`config.mk`:
```
export PLATFORM = sky130hd
export DESIGN_NAME = pci_secondary_bus_arbiter
export DESIGN_NICKNAME = d
export VERILOG_FILES = /design/src/arb_pkg.sv /design/src/arb_input_sync.sv /design/src/pci_secondary_bus_arbiter.sv
export SDC_FILE = /design/constraint.sdc
export NUM_CORES = 1
export LEC_CHECK = 0
export ABC_AREA = 1
export BUFFER_PORTS_ARGS = -buffer_cell sky130_fd_sc_hd__buf_2
export CORE_ASPECT_RATIO = 0.8
export CORE_MARGIN = 4
export CORE_UTILIZATION = 40
export DETAILED_ROUTE_END_ITERATION = 16
export GPL_TIMING_DRIVEN = 0
export PLACE_DENSITY = 0.58
export SYNTH_ARGS = -nofsm -noshare
export SYNTH_HDL_FRONTEND = slang
export SYNTH_HIERARCHICAL = 1
export SYNTH_SLANG_ARGS = --single-unit
```
`constraint.sdc`:
```
create_clock -name core_clk_in -period 7.13 [get_ports core_clk_in]
set_input_delay 0.713 -clock core_clk_in [delete_from_list [all_inputs] [get_ports core_clk_in]]
set_output_delay 0.713 -clock core_clk_in [all_outputs]
set_load 0.05 [all_outputs]
```
`src/arb_pkg.sv`:
```
// Constants, register layout and types shared by the secondary bus arbiter
package arb_pkg;

  localparam int NUM_EXT = 8;
  localparam int NUM_REQ = 9;
  localparam int ADDR_W = 8;

  // Register offset (byte address); mode and priority share this word
  localparam logic [7:0] ARB_CTRL_OFFSET = 8'h48;

  // Field positions inside the arbiter control word
  localparam int EN_LSB = 0;
  localparam int EXT_ARB_BIT = 9;
  localparam int BM_TIMEOUT_EN_BIT = 10;
  localparam int BM_REFRESH_EN_BIT = 11;
  localparam int FAIR_LSB = 12;
  localparam int TOGGLE_EN_BIT = 20;
  localparam int PRIO_LSB = 22;

  // Reset values
  localparam logic [7:0] EN_RESET = 8'hFF;
  localparam logic [7:0] FAIR_RESET = 8'h08;
  localparam logic [8:0] PRIO_RESET = 9'h001;
  localparam logic BM_TIMEOUT_EN_RESET = 1'b0;
  localparam logic BM_REFRESH_EN_RESET = 1'b0;
  localparam logic TOGGLE_EN_RESET = 1'b0;

  // Timing, in bus clock cycles
  localparam logic [4:0] BM_TIMEOUT_CYCLES = 5'h10;
  localparam logic [1:0] TOGGLE_DELAY_CYCLES = 2'h2;

  localparam logic [3:0] IDX_INTERNAL = 4'h0;
  localparam logic [31:0] READ_ZERO = 32'h0000_0000;

  typedef enum {
    ST_IDLE,
    ST_WAIT,
    ST_OWN
  } arb_state_t;

  // Software-visible configuration
  typedef struct packed {
    logic [8:0] prio;
    logic toggle_en;
    logic [7:0] fair;
    logic bm_refresh_en;
    logic bm_timeout_en;
    logic [7:0] en;
  } arb_cfg_t;

  // Register port request
  typedef struct packed {
    logic [7:0] addr;
    logic [31:0] wdata;
    logic wr;
    logic rd;
  } reg_req_t;

endpackage

```
`src/arb_input_sync.sv`:
```
// Three-stage pin synchroniser; a change counts once stages two and three agree
`timescale 1ns/1ps
`default_nettype none
module arb_input_sync #(
  parameter int WIDTH = 1,
  parameter logic [WIDTH-1:0] RESET_VAL = '0
) (
  input wire logic core_clk_in,
  input wire logic reset_n_in,
  input wire logic [WIDTH-1:0] pin_in,
  output logic [WIDTH-1:0] level_out
);

  logic [WIDTH-1:0] stage1;
  logic [WIDTH-1:0] stage2;
  logic [WIDTH-1:0] stage3;

  always_ff @(posedge core_clk_in or negedge reset_n_in) begin
    if (!reset_n_in) begin
      stage1 <= RESET_VAL;
      stage2 <= RESET_VAL;
      stage3 <= RESET_VAL;
    end else begin
      stage1 <= pin_in;
      stage2 <= stage1;
      stage3 <= stage2;
    end
  end

  genvar i;
  generate
    for (i = 0; i < WIDTH; i++) begin : g_bit
      // Filter single-cycle disagreement between the later stages
      always_ff @(posedge core_clk_in or negedge reset_n_in) begin
        if (!reset_n_in) begin
          level_out[i] <= RESET_VAL[i];
        end else if (stage2[i] == stage3[i]) begin
          level_out[i] <= stage3[i];
        end
      end
    end
  endgenerate

endmodule
`default_nettype wire

```
`src/pci_secondary_bus_arbiter.sv`:
```
// Secondary PCI bus arbiter for the bridge and eight external masters
//
// Design decision made here: the strobed register port.
`timescale 1ns/1ps
`default_nettype none
//
// Contract
// RULE1 - A read-only mode bit shows the strap level: low selects this arbiter, high an external one.
// RULE2 - With broken-master timeout on, count 16 bus cycles while a granted master has not started on an idle bus.
// RULE3 - When that count expires before the master starts, its grant is removed.
// RULE4 - With the timeout enable cleared, its reset state, no counting happens and no grant is revoked for not starting.
// RULE5 - Without refresh, a timed-out master is excluded for good once it has dropped its request for a clock.
// RULE6 - With refresh on, a broken master is cleared once every other master has been served once.
// RULE7 - An eight-bit fairness field, reset 08h, sets how many cycles a grant is held once another master requests.
// RULE8 - The fairness counter is reloaded from the field on every new grant.
// RULE9 - After a new grant the fairness counter is armed only by the next falling edge of the frame signal.
// RULE10 - A fairness field of 00h keeps the grant until the owner itself drops its request.
// RULE11 - With toggling on, the grant drops for one clock two clocks after the owner starts a frame; the code drops it eight clocks after the pin falls.
// RULE12 - Each requester has a priority bit, internal requester lowest and reset high, masters one to eight reset low.
// RULE13 - Each external master has an arbitration enable, and master 8 resets enabled.
// RULE14 - High-priority requests are served first, round-robin within a class, skipping disabled or broken masters.
module pci_secondary_bus_arbiter (
  input wire logic core_clk_in,
  input wire logic reset_n_in,
  input wire logic arbiter_select_strap_in,
  input wire logic [7:0] ext_req_n_in,
  output logic [7:0] ext_gnt_n_out,
  input wire logic frame_n_in,
  input wire logic irdy_n_in,
  input wire logic internal_req_in,
  output logic internal_gnt_out,
  output logic ext_arb_req_n_out,
  input wire logic ext_arb_gnt_n_in,
  input wire logic [7:0] reg_addr_in,
  input wire logic [31:0] reg_wdata_in,
  input wire logic reg_wr_in,
  input wire logic reg_rd_in,
  output logic [31:0] reg_rdata_out
);

  arb_pkg::arb_cfg_t cfg;
  arb_pkg::reg_req_t reg_req;
  arb_pkg::arb_state_t state;

  logic [7:0] ext_req_n_sync;
  logic frame_n_sync;
  logic irdy_n_sync;
  logic strap_sync;
  logic ext_arb_gnt_n_sync;
  logic frame_n_prev;
  logic frame_fall;
  logic bus_idle;

  logic [8:0] req_all;
  logic [8:0] en_all;
  logic [8:0] broken;
  logic [8:0] timed_out;
  logic [8:0] served;
  logic [8:0] eligible;
  logic [8:0] owner_mask;
  logic [8:0] others;
  logic [3:0] owner;
  logic [3:0] winner;
  logic any_eligible;
  logic grant_on;
  logic [7:0] fair_cnt;
  logic fair_armed;
  logic [4:0] bm_cnt;
  logic bm_expire;
  logic fair_expire;
  logic owner_drop;
  logic [1:0] tog_cnt;
  logic tog_hole;
  logic ext_mode;

  assign reg_req = '{addr: reg_addr_in, wdata: reg_wdata_in, wr: reg_wr_in, rd: reg_rd_in};

  // Pins come from other clock domains; the bridge request does not
  arb_input_sync #(
    .WIDTH(12),
    .RESET_VAL(12'hBFF)
  ) u_pin_sync (
    .core_clk_in(core_clk_in),
    .reset_n_in(reset_n_in),
    .pin_in({ext_arb_gnt_n_in, strap_in_bit(arbiter_select_strap_in), irdy_n_in, frame_n_in, ext_req_n_in}),
    .level_out({ext_arb_gnt_n_sync, strap_sync, irdy_n_sync, frame_n_sync, ext_req_n_sync})
  );

  function automatic logic strap_in_bit(input logic strap);
    strap_in_bit = strap;
  endfunction

  // RULE1 strap selects arbiter
  assign ext_mode = strap_sync;

  assign req_all = {~ext_req_n_sync, internal_req_in};
  assign en_all = {cfg.en, 1'b1};
  assign bus_idle = frame_n_sync & irdy_n_sync;
  assign frame_fall = frame_n_prev & ~frame_n_sync;

  // RULE14 skip disabled or broken
  assign eligible = req_all & en_all & ~broken & ~timed_out;

  // RULE14 priority then round-robin
  function automatic logic [3:0] pick(input logic [8:0] elig, input logic [8:0] prio, input logic [3:0] last);
    logic [8:0] cand;
    logic found;
    int j;
    cand = ((elig & prio) != '0) ? (elig & prio) : elig;
    pick = last;
    found = 1'b0;
    j = 0;
    for (int k = 1; k <= arb_pkg::NUM_REQ; k++) begin
      j = (int'(last) + k) % arb_pkg::NUM_REQ;
      if (!found && cand[j]) begin
        pick = 4'(j);
        found = 1'b1;
      end
    end
  endfunction

  assign winner = pick(eligible, cfg.prio, owner);
  assign any_eligible = eligible != '0;

  genvar g;
  generate
    for (g = 0; g < arb_pkg::NUM_REQ; g++) begin : g_owner
      assign owner_mask[g] = grant_on && (owner == 4'(g));
    end
  endgenerate

  assign others = eligible & ~owner_mask;
  assign owner_drop = ~req_all[owner];

  // RULE2 bounded start window
  assign bm_expire = cfg.bm_timeout_en && (bm_cnt == arb_pkg::BM_TIMEOUT_CYCLES - 5'h01);

  // RULE7 hold after competing request
  assign fair_expire = (cfg.fair != 8'h00) && fair_armed && (others != '0) && (fair_cnt == 8'h00);

  always_ff @(posedge core_clk_in or negedge reset_n_in) begin
    if (!reset_n_in) begin
      frame_n_prev <= 1'b1;
    end else begin
      frame_n_prev <= frame_n_sync;
    end
  end

  // Register writes
  always_ff @(posedge core_clk_in or negedge reset_n_in) begin
    if (!reset_n_in) begin
      // RULE13 masters reset enabled
      cfg.en <= arb_pkg::EN_RESET;
      // RULE4 timeout off at reset
      cfg.bm_timeout_en <= arb_pkg::BM_TIMEOUT_EN_RESET;
      cfg.bm_refresh_en <= arb_pkg::BM_REFRESH_EN_RESET;
      // RULE7 fairness reset value
      cfg.fair <= arb_pkg::FAIR_RESET;
      cfg.toggle_en <= arb_pkg::TOGGLE_EN_RESET;
      // RULE12 internal high, rest low
      cfg.prio <= arb_pkg::PRIO_RESET;
    end else if (reg_req.wr && (reg_req.addr == arb_pkg::ARB_CTRL_OFFSET)) begin
      cfg.en <= reg_req.wdata[arb_pkg::EN_LSB +: 8];
      cfg.bm_timeout_en <= reg_req.wdata[arb_pkg::BM_TIMEOUT_EN_BIT];
      cfg.bm_refresh_en <= reg_req.wdata[arb_pkg::BM_REFRESH_EN_BIT];
      cfg.fair <= reg_req.wdata[arb_pkg::FAIR_LSB +: 8];
      cfg.toggle_en <= reg_req.wdata[arb_pkg::TOGGLE_EN_BIT];
      cfg.prio <= reg_req.wdata[arb_pkg::PRIO_LSB +: 9];
    end
  end

  // Read data stands one cycle after the strobe, zero otherwise
  always_ff @(posedge core_clk_in or negedge reset_n_in) begin
    if (!reset_n_in) begin
      reg_rdata_out <= arb_pkg::READ_ZERO;
    end else if (reg_req.rd && (reg_req.addr == arb_pkg::ARB_CTRL_OFFSET)) begin
      reg_rdata_out <= arb_pkg::READ_ZERO;
      reg_rdata_out[arb_pkg::EN_LSB +: 8] <= cfg.en;
      // RULE1 strap shown read-only
      reg_rdata_out[arb_pkg::EXT_ARB_BIT] <= strap_sync;
      reg_rdata_out[arb_pkg::BM_TIMEOUT_EN_BIT] <= cfg.bm_timeout_en;
      reg_rdata_out[arb_pkg::BM_REFRESH_EN_BIT] <= cfg.bm_refresh_en;
      reg_rdata_out[arb_pkg::FAIR_LSB +: 8] <= cfg.fair;
      reg_rdata_out[arb_pkg::TOGGLE_EN_BIT] <= cfg.toggle_en;
      reg_rdata_out[arb_pkg::PRIO_LSB +: 9] <= cfg.prio;
    end else begin
      reg_rdata_out <= arb_pkg::READ_ZERO;
    end
  end

  // Grant state machine
  always_ff @(posedge core_clk_in or negedge reset_n_in) begin
    if (!reset_n_in) begin
      state <= arb_pkg::ST_IDLE;
      owner <= arb_pkg::IDX_INTERNAL;
      grant_on <= 1'b0;
    end else if (ext_mode) begin
      state <= arb_pkg::ST_IDLE;
      grant_on <= 1'b0;
    end else begin
      unique case (state)
        arb_pkg::ST_IDLE: begin
          if (any_eligible) begin
            owner <= winner;
            grant_on <= 1'b1;
            state <= arb_pkg::ST_WAIT;
          end
        end
        arb_pkg::ST_WAIT: begin
          if (frame_fall) begin
            state <= arb_pkg::ST_OWN;
          // RULE3 revoke on timeout
          end else if ((bm_expire && owner != arb_pkg::IDX_INTERNAL) || owner_drop) begin
            grant_on <= 1'b0;
            state <= arb_pkg::ST_IDLE;
          end
        end
        arb_pkg::ST_OWN: begin
          // RULE10 zero field waits for owner
          if (owner_drop || fair_expire) begin
            grant_on <= 1'b0;
            state <= arb_pkg::ST_IDLE;
          end
        end
      endcase
    end
  end

  // Broken-master start counter
  always_ff @(posedge core_clk_in or negedge reset_n_in) begin
    if (!reset_n_in) begin
      bm_cnt <= 5'h00;
    end else if (state != arb_pkg::ST_WAIT || !cfg.bm_timeout_en) begin
      // RULE4 no counting when disabled
      bm_cnt <= 5'h00;
    end else if (bus_idle && frame_n_sync) begin
      // RULE2 count idle cycles
      bm_cnt <= bm_cnt + 5'h01;
    end
  end

  // Broken state, served history and refresh
  always_ff @(posedge core_clk_in or negedge reset_n_in) begin
    if (!reset_n_in) begin
      timed_out <= '0;
      broken <= '0;
      served <= '0;
    end else begin
      // RULE6 refresh after round served
      if (cfg.bm_refresh_en && ((broken | timed_out) != '0) && ((served | broken | timed_out | ~en_all) == '1)) begin
        timed_out <= '0;
        broken <= '0;
        served <= '0;
      end else begin
        if (state == arb_pkg::ST_WAIT && bm_expire && owner != arb_pkg::IDX_INTERNAL) begin
          timed_out[owner] <= 1'b1;
        end
        // RULE5 excluded once request drops
        broken <= broken | (timed_out & ~req_all);
        if (state == arb_pkg::ST_IDLE && any_eligible && !ext_mode) begin
          served[winner] <= 1'b1;
        end
      end
    end
  end

  // Fairness counter
  always_ff @(posedge core_clk_in or negedge reset_n_in) begin
    if (!reset_n_in) begin
      fair_cnt <= arb_pkg::FAIR_RESET;
      fair_armed <= 1'b0;
    end else if (state == arb_pkg::ST_IDLE) begin
      // RULE8 reload on new grant
      fair_cnt <= cfg.fair;
      fair_armed <= 1'b0;
    end else begin
      // RULE9 armed by frame fall
      if (frame_fall) begin
        fair_armed <= 1'b1;
      end
      // RULE7 count while others wait
      if (fair_armed && (others != '0) && (fair_cnt != 8'h00)) begin
        fair_cnt <= fair_cnt - 8'h01;
      end
    end
  end

  // Grant toggle timer, started by the owner's frame
  always_ff @(posedge core_clk_in or negedge reset_n_in) begin
    if (!reset_n_in) begin
      tog_cnt <= 2'h0;
      tog_hole <= 1'b0;
    end else begin
      // RULE11 one-clock gap after two
      tog_hole <= cfg.toggle_en && (tog_cnt == 2'h1);
      if (frame_fall && grant_on && cfg.toggle_en) begin
        tog_cnt <= arb_pkg::TOGGLE_DELAY_CYCLES;
      end else if (tog_cnt != 2'h0) begin
        tog_cnt <= tog_cnt - 2'h1;
      end
    end
  end

  // Registered pin outputs; grants are active low on the bus
  always_ff @(posedge core_clk_in or negedge reset_n_in) begin
    if (!reset_n_in) begin
      ext_gnt_n_out <= 8'hFF;
      internal_gnt_out <= 1'b0;
      ext_arb_req_n_out <= 1'b1;
    end else if (ext_mode) begin
      // Bridge becomes an ordinary requester of the outside arbiter
      ext_gnt_n_out <= 8'hFF;
      internal_gnt_out <= ~ext_arb_gnt_n_sync;
      ext_arb_req_n_out <= ~internal_req_in;
    end else begin
      ext_gnt_n_out <= ~(owner_mask[8:1] & {8{~tog_hole}});
      internal_gnt_out <= owner_mask[0] & ~tog_hole;
      ext_arb_req_n_out <= 1'b1;
    end
  end

endmodule
`default_nettype wire

```
==> flow_summary.toml <==
[run_status]
outcome = "finished clean"

[placement]
port_buffers = 91
place_area_um2 = 11780
gp_congestion = 0.9067
dp_hpwl_mm = 24.04

[clock_tree]
cts_tree = "yes"
ctsHoldBuffers = 0
post-cts-setup-buffers = 0
h-tree-depth = 4
cts.clk_slew.worst_paths_ns = 0.07
numCtsBuffers = 17
cts_sinks = 167
clkLatencyLatePin_ns = 0.43
cts-root-buf = "clkbuf_16"
cts_buffer_depth = 2

[setup_path]
critPathRequiredTime_ns = 7.48
cp-end-kind = "flop"
path_max_fanout = 16
critPathArrivalTime_ns = 6.77
crit_top_cell = "nand2_1"
critical_path_class = "reg -> reg"
max_stage_delay_ns = 0.51
critPathSlowestCell = "dfrtp_2"
r2r_slack_ns = 0.71
critPathLaunchType = "flop"

[floorplan]
rows = 53
ios = 99
fp.dieH_um = 155.2
die-area_um2 = 29800
core_um2 = 26460
die_x_um = 192.0
start_util_pct = 40.94

[timing]
finalClockSkew_ns = 0.01413
hold-worst-slack_ns = 0.1635
finalSetupTns_ns = 0
setup_viol = 0
post-route-period-util_pct = 90.06
slew_headroom_pct = 30.67
drv_slew = 0
timing.fmax_mhz = 155.7
worst_pin_slew_ns = 1.040
hold_viol_final = 0
min_period_ns = 6.421

[run]
max_cap_viol_count = 0

[synthesis]
ys_dominant_reg_cell = "dfrtp_1"
syn_area_um2 = 10830
synthCells = 1469
yosysUniqueCellTypes = 52
ys_seq_area_share_pct = 39.33
async_flop_share_pct = 100.0
syn_avg_cell_area_um2 = 7.374
synth_warnings = 6
ys_seq_elements = 167
synth_edf_count = 0

[global_routing]
antenna_found_initial = 0
grt_pass1_vias = 9191
track_usage_pct = 21.15
grt_max_degree = 124
grt_pass1_wl_mm = 50.04
grt_overflow_total = 0

[detailed_routing]
drt-initial-drc-count = 804
via_count = 9977
first_pass_iters = 5
wire_per_inst_um = 16.00
wl_mm = 31.24
ant_nets = 0
routed_via_density = 5.111
drc = 0

[finish]
syn_to_final_growth_pct = 14.29
final_util_pct = 46.79
antenna-diode-count = 0
final_area_um2 = 12380
multi_input_area_um2 = 5603
fin_nets = 1703
fill_cells = 2691
layout-drive-gt1-share_pct = 15.24
seqCellArea_um2 = 4262

[min_path]
hold_class = "in -> async"
-- cells in the mapped netlist, types with 14 or more instances --
cell type / count / area, µm²
nor2_1: 177 / 664.4
nand2_1: 325 / 1220
clkbuf_1: 23 / 86.33
dfstp_2: 65 / 1708
dfrtp_1: 102 / 2552
inv_1: 211 / 792.0
ha_1: 64 / 800.8
nand3_1: 150 / 750.7
o21ai_0: 47 / 235.2
nand3b_1: 14 / 105.1
xor2_1: 36 / 315.3
nand4_1: 26 / 162.7
a21oi_1: 87 / 435.4
-- flip-flops by register name, indices dropped and copies added (netlist names), 2 cells and up --
name and flops:
bm_cnt 5, served 9, u_pin_sync/level_out 12, fair_cnt 8, reg_rdata_out 29, cfg 28, ext_gnt_n_out 8, u_pin_sync/stage3 12
tog_cnt 2, u_pin_sync/stage1 12, owner 4, timed_out 9, state 2, broken 9, u_pin_sync/stage2 12
-- worst paths after layout --
check / start / endpoint / cells after the start
setup / recovery: owner[0] / served[1] / 35
hold / removal: reset_n_in / reg_rdata_out[18] / 1
setup reg to reg: owner[0] / served[1] / 35
hold reg to reg: u_pin_sync/stage1[10] / u_pin_sync/stage2[10] / 0
max in group asynchronous: reset_n_in / broken[5] / 2
min in group core_clk_in: u_pin_sync/stage1[10] / u_pin_sync/stage2[10] / 0
-- final cells by class --
class,instances,area share (%)
plain buffers,37,1.445
clock buffers,18,3.547
clock inverters,14,1.122
inverters,218,6.620
multi-input cells,1049,45.26
flip-flops and latches,167,34.42
well taps,357,3.608
repair buffers,92,3.982
-- layout by cell type, fill, tap and decap left out, types with 13 or more instances in the layout --
| cell | synthesis | layout |
|---|---|---|
| nor2_1 | 177 | 175 |
| clkbuf_1 | 23 | 22 |
| o211ai_1 | 13 | 13 |
| nand3_1 | 150 | 150 |
| clkbuf_16 | 0 | 17 |
| nand3b_1 | 14 | 14 |
| buf_2 | 4 | 94 |
| nand4_1 | 26 | 26 |
| xor2_1 | 36 | 35 |
| dfrtp_1 | 102 | 101 |
| dfstp_2 | 65 | 65 |
| nand2_1 | 325 | 325 |
| o21ai_0 | 47 | 47 |
| ha_1 | 64 | 63 |
| inv_1 | 211 | 211 |
| a21oi_1 | 87 | 87 |
-- per-stage QoR --
step	worst slack (ns)	cells
final	0.7091	1952
after global placement	-0.1687	1919
after floorplan	1.593	1471
after CTS	0.03235	1952
after global routing	-0.006843	1952
after detailed placement	-0.2337	1920
-- kinds of logic after synthesis --
logic type | synth area share [%]
AOI/OAI and AO/OA | 10.83
muxes | 0.09240
and+or+nand+nor | 29.55
adders and majority gates | 7.392
buffers and inverters | 9.159
xor gates and xnor gates | 3.615
DFF | 39.33
other | 0.03462
-- worst max-delay path, delay by kind of cell (launching register included) --
family,cells,cell delay [ns]
compound gates,2,0.47
xor+xnor,1,0.24
fa+ha+maj,3,0.90
buf+inv,8,1.33
flops,1,0.51
simple gates,21,2.85
-- what timing repair did --
action	CTS	global route
gates resized for setup	3	10
pin swaps	0	0
endpoints found under the setup margin	9	13
-- layer usage --
| layer | GRT usage (%) | vias up | routed length [µm] |
|---|---|---|---|
| met2 | 29.25 | 330 | 12380 |
| met3 | 5.698 | 35 | 2597 |
| li1 | - | 4980 | - |
| met1 | 32.90 | 4632 | 15890 |
| met4 | 4.515 | 0 | 372 |
| met5 | 0 | - | 0 |
Power is not shown: default switching activity piles up to over one toggle a cycle in this logic, so the estimate is an artifact.
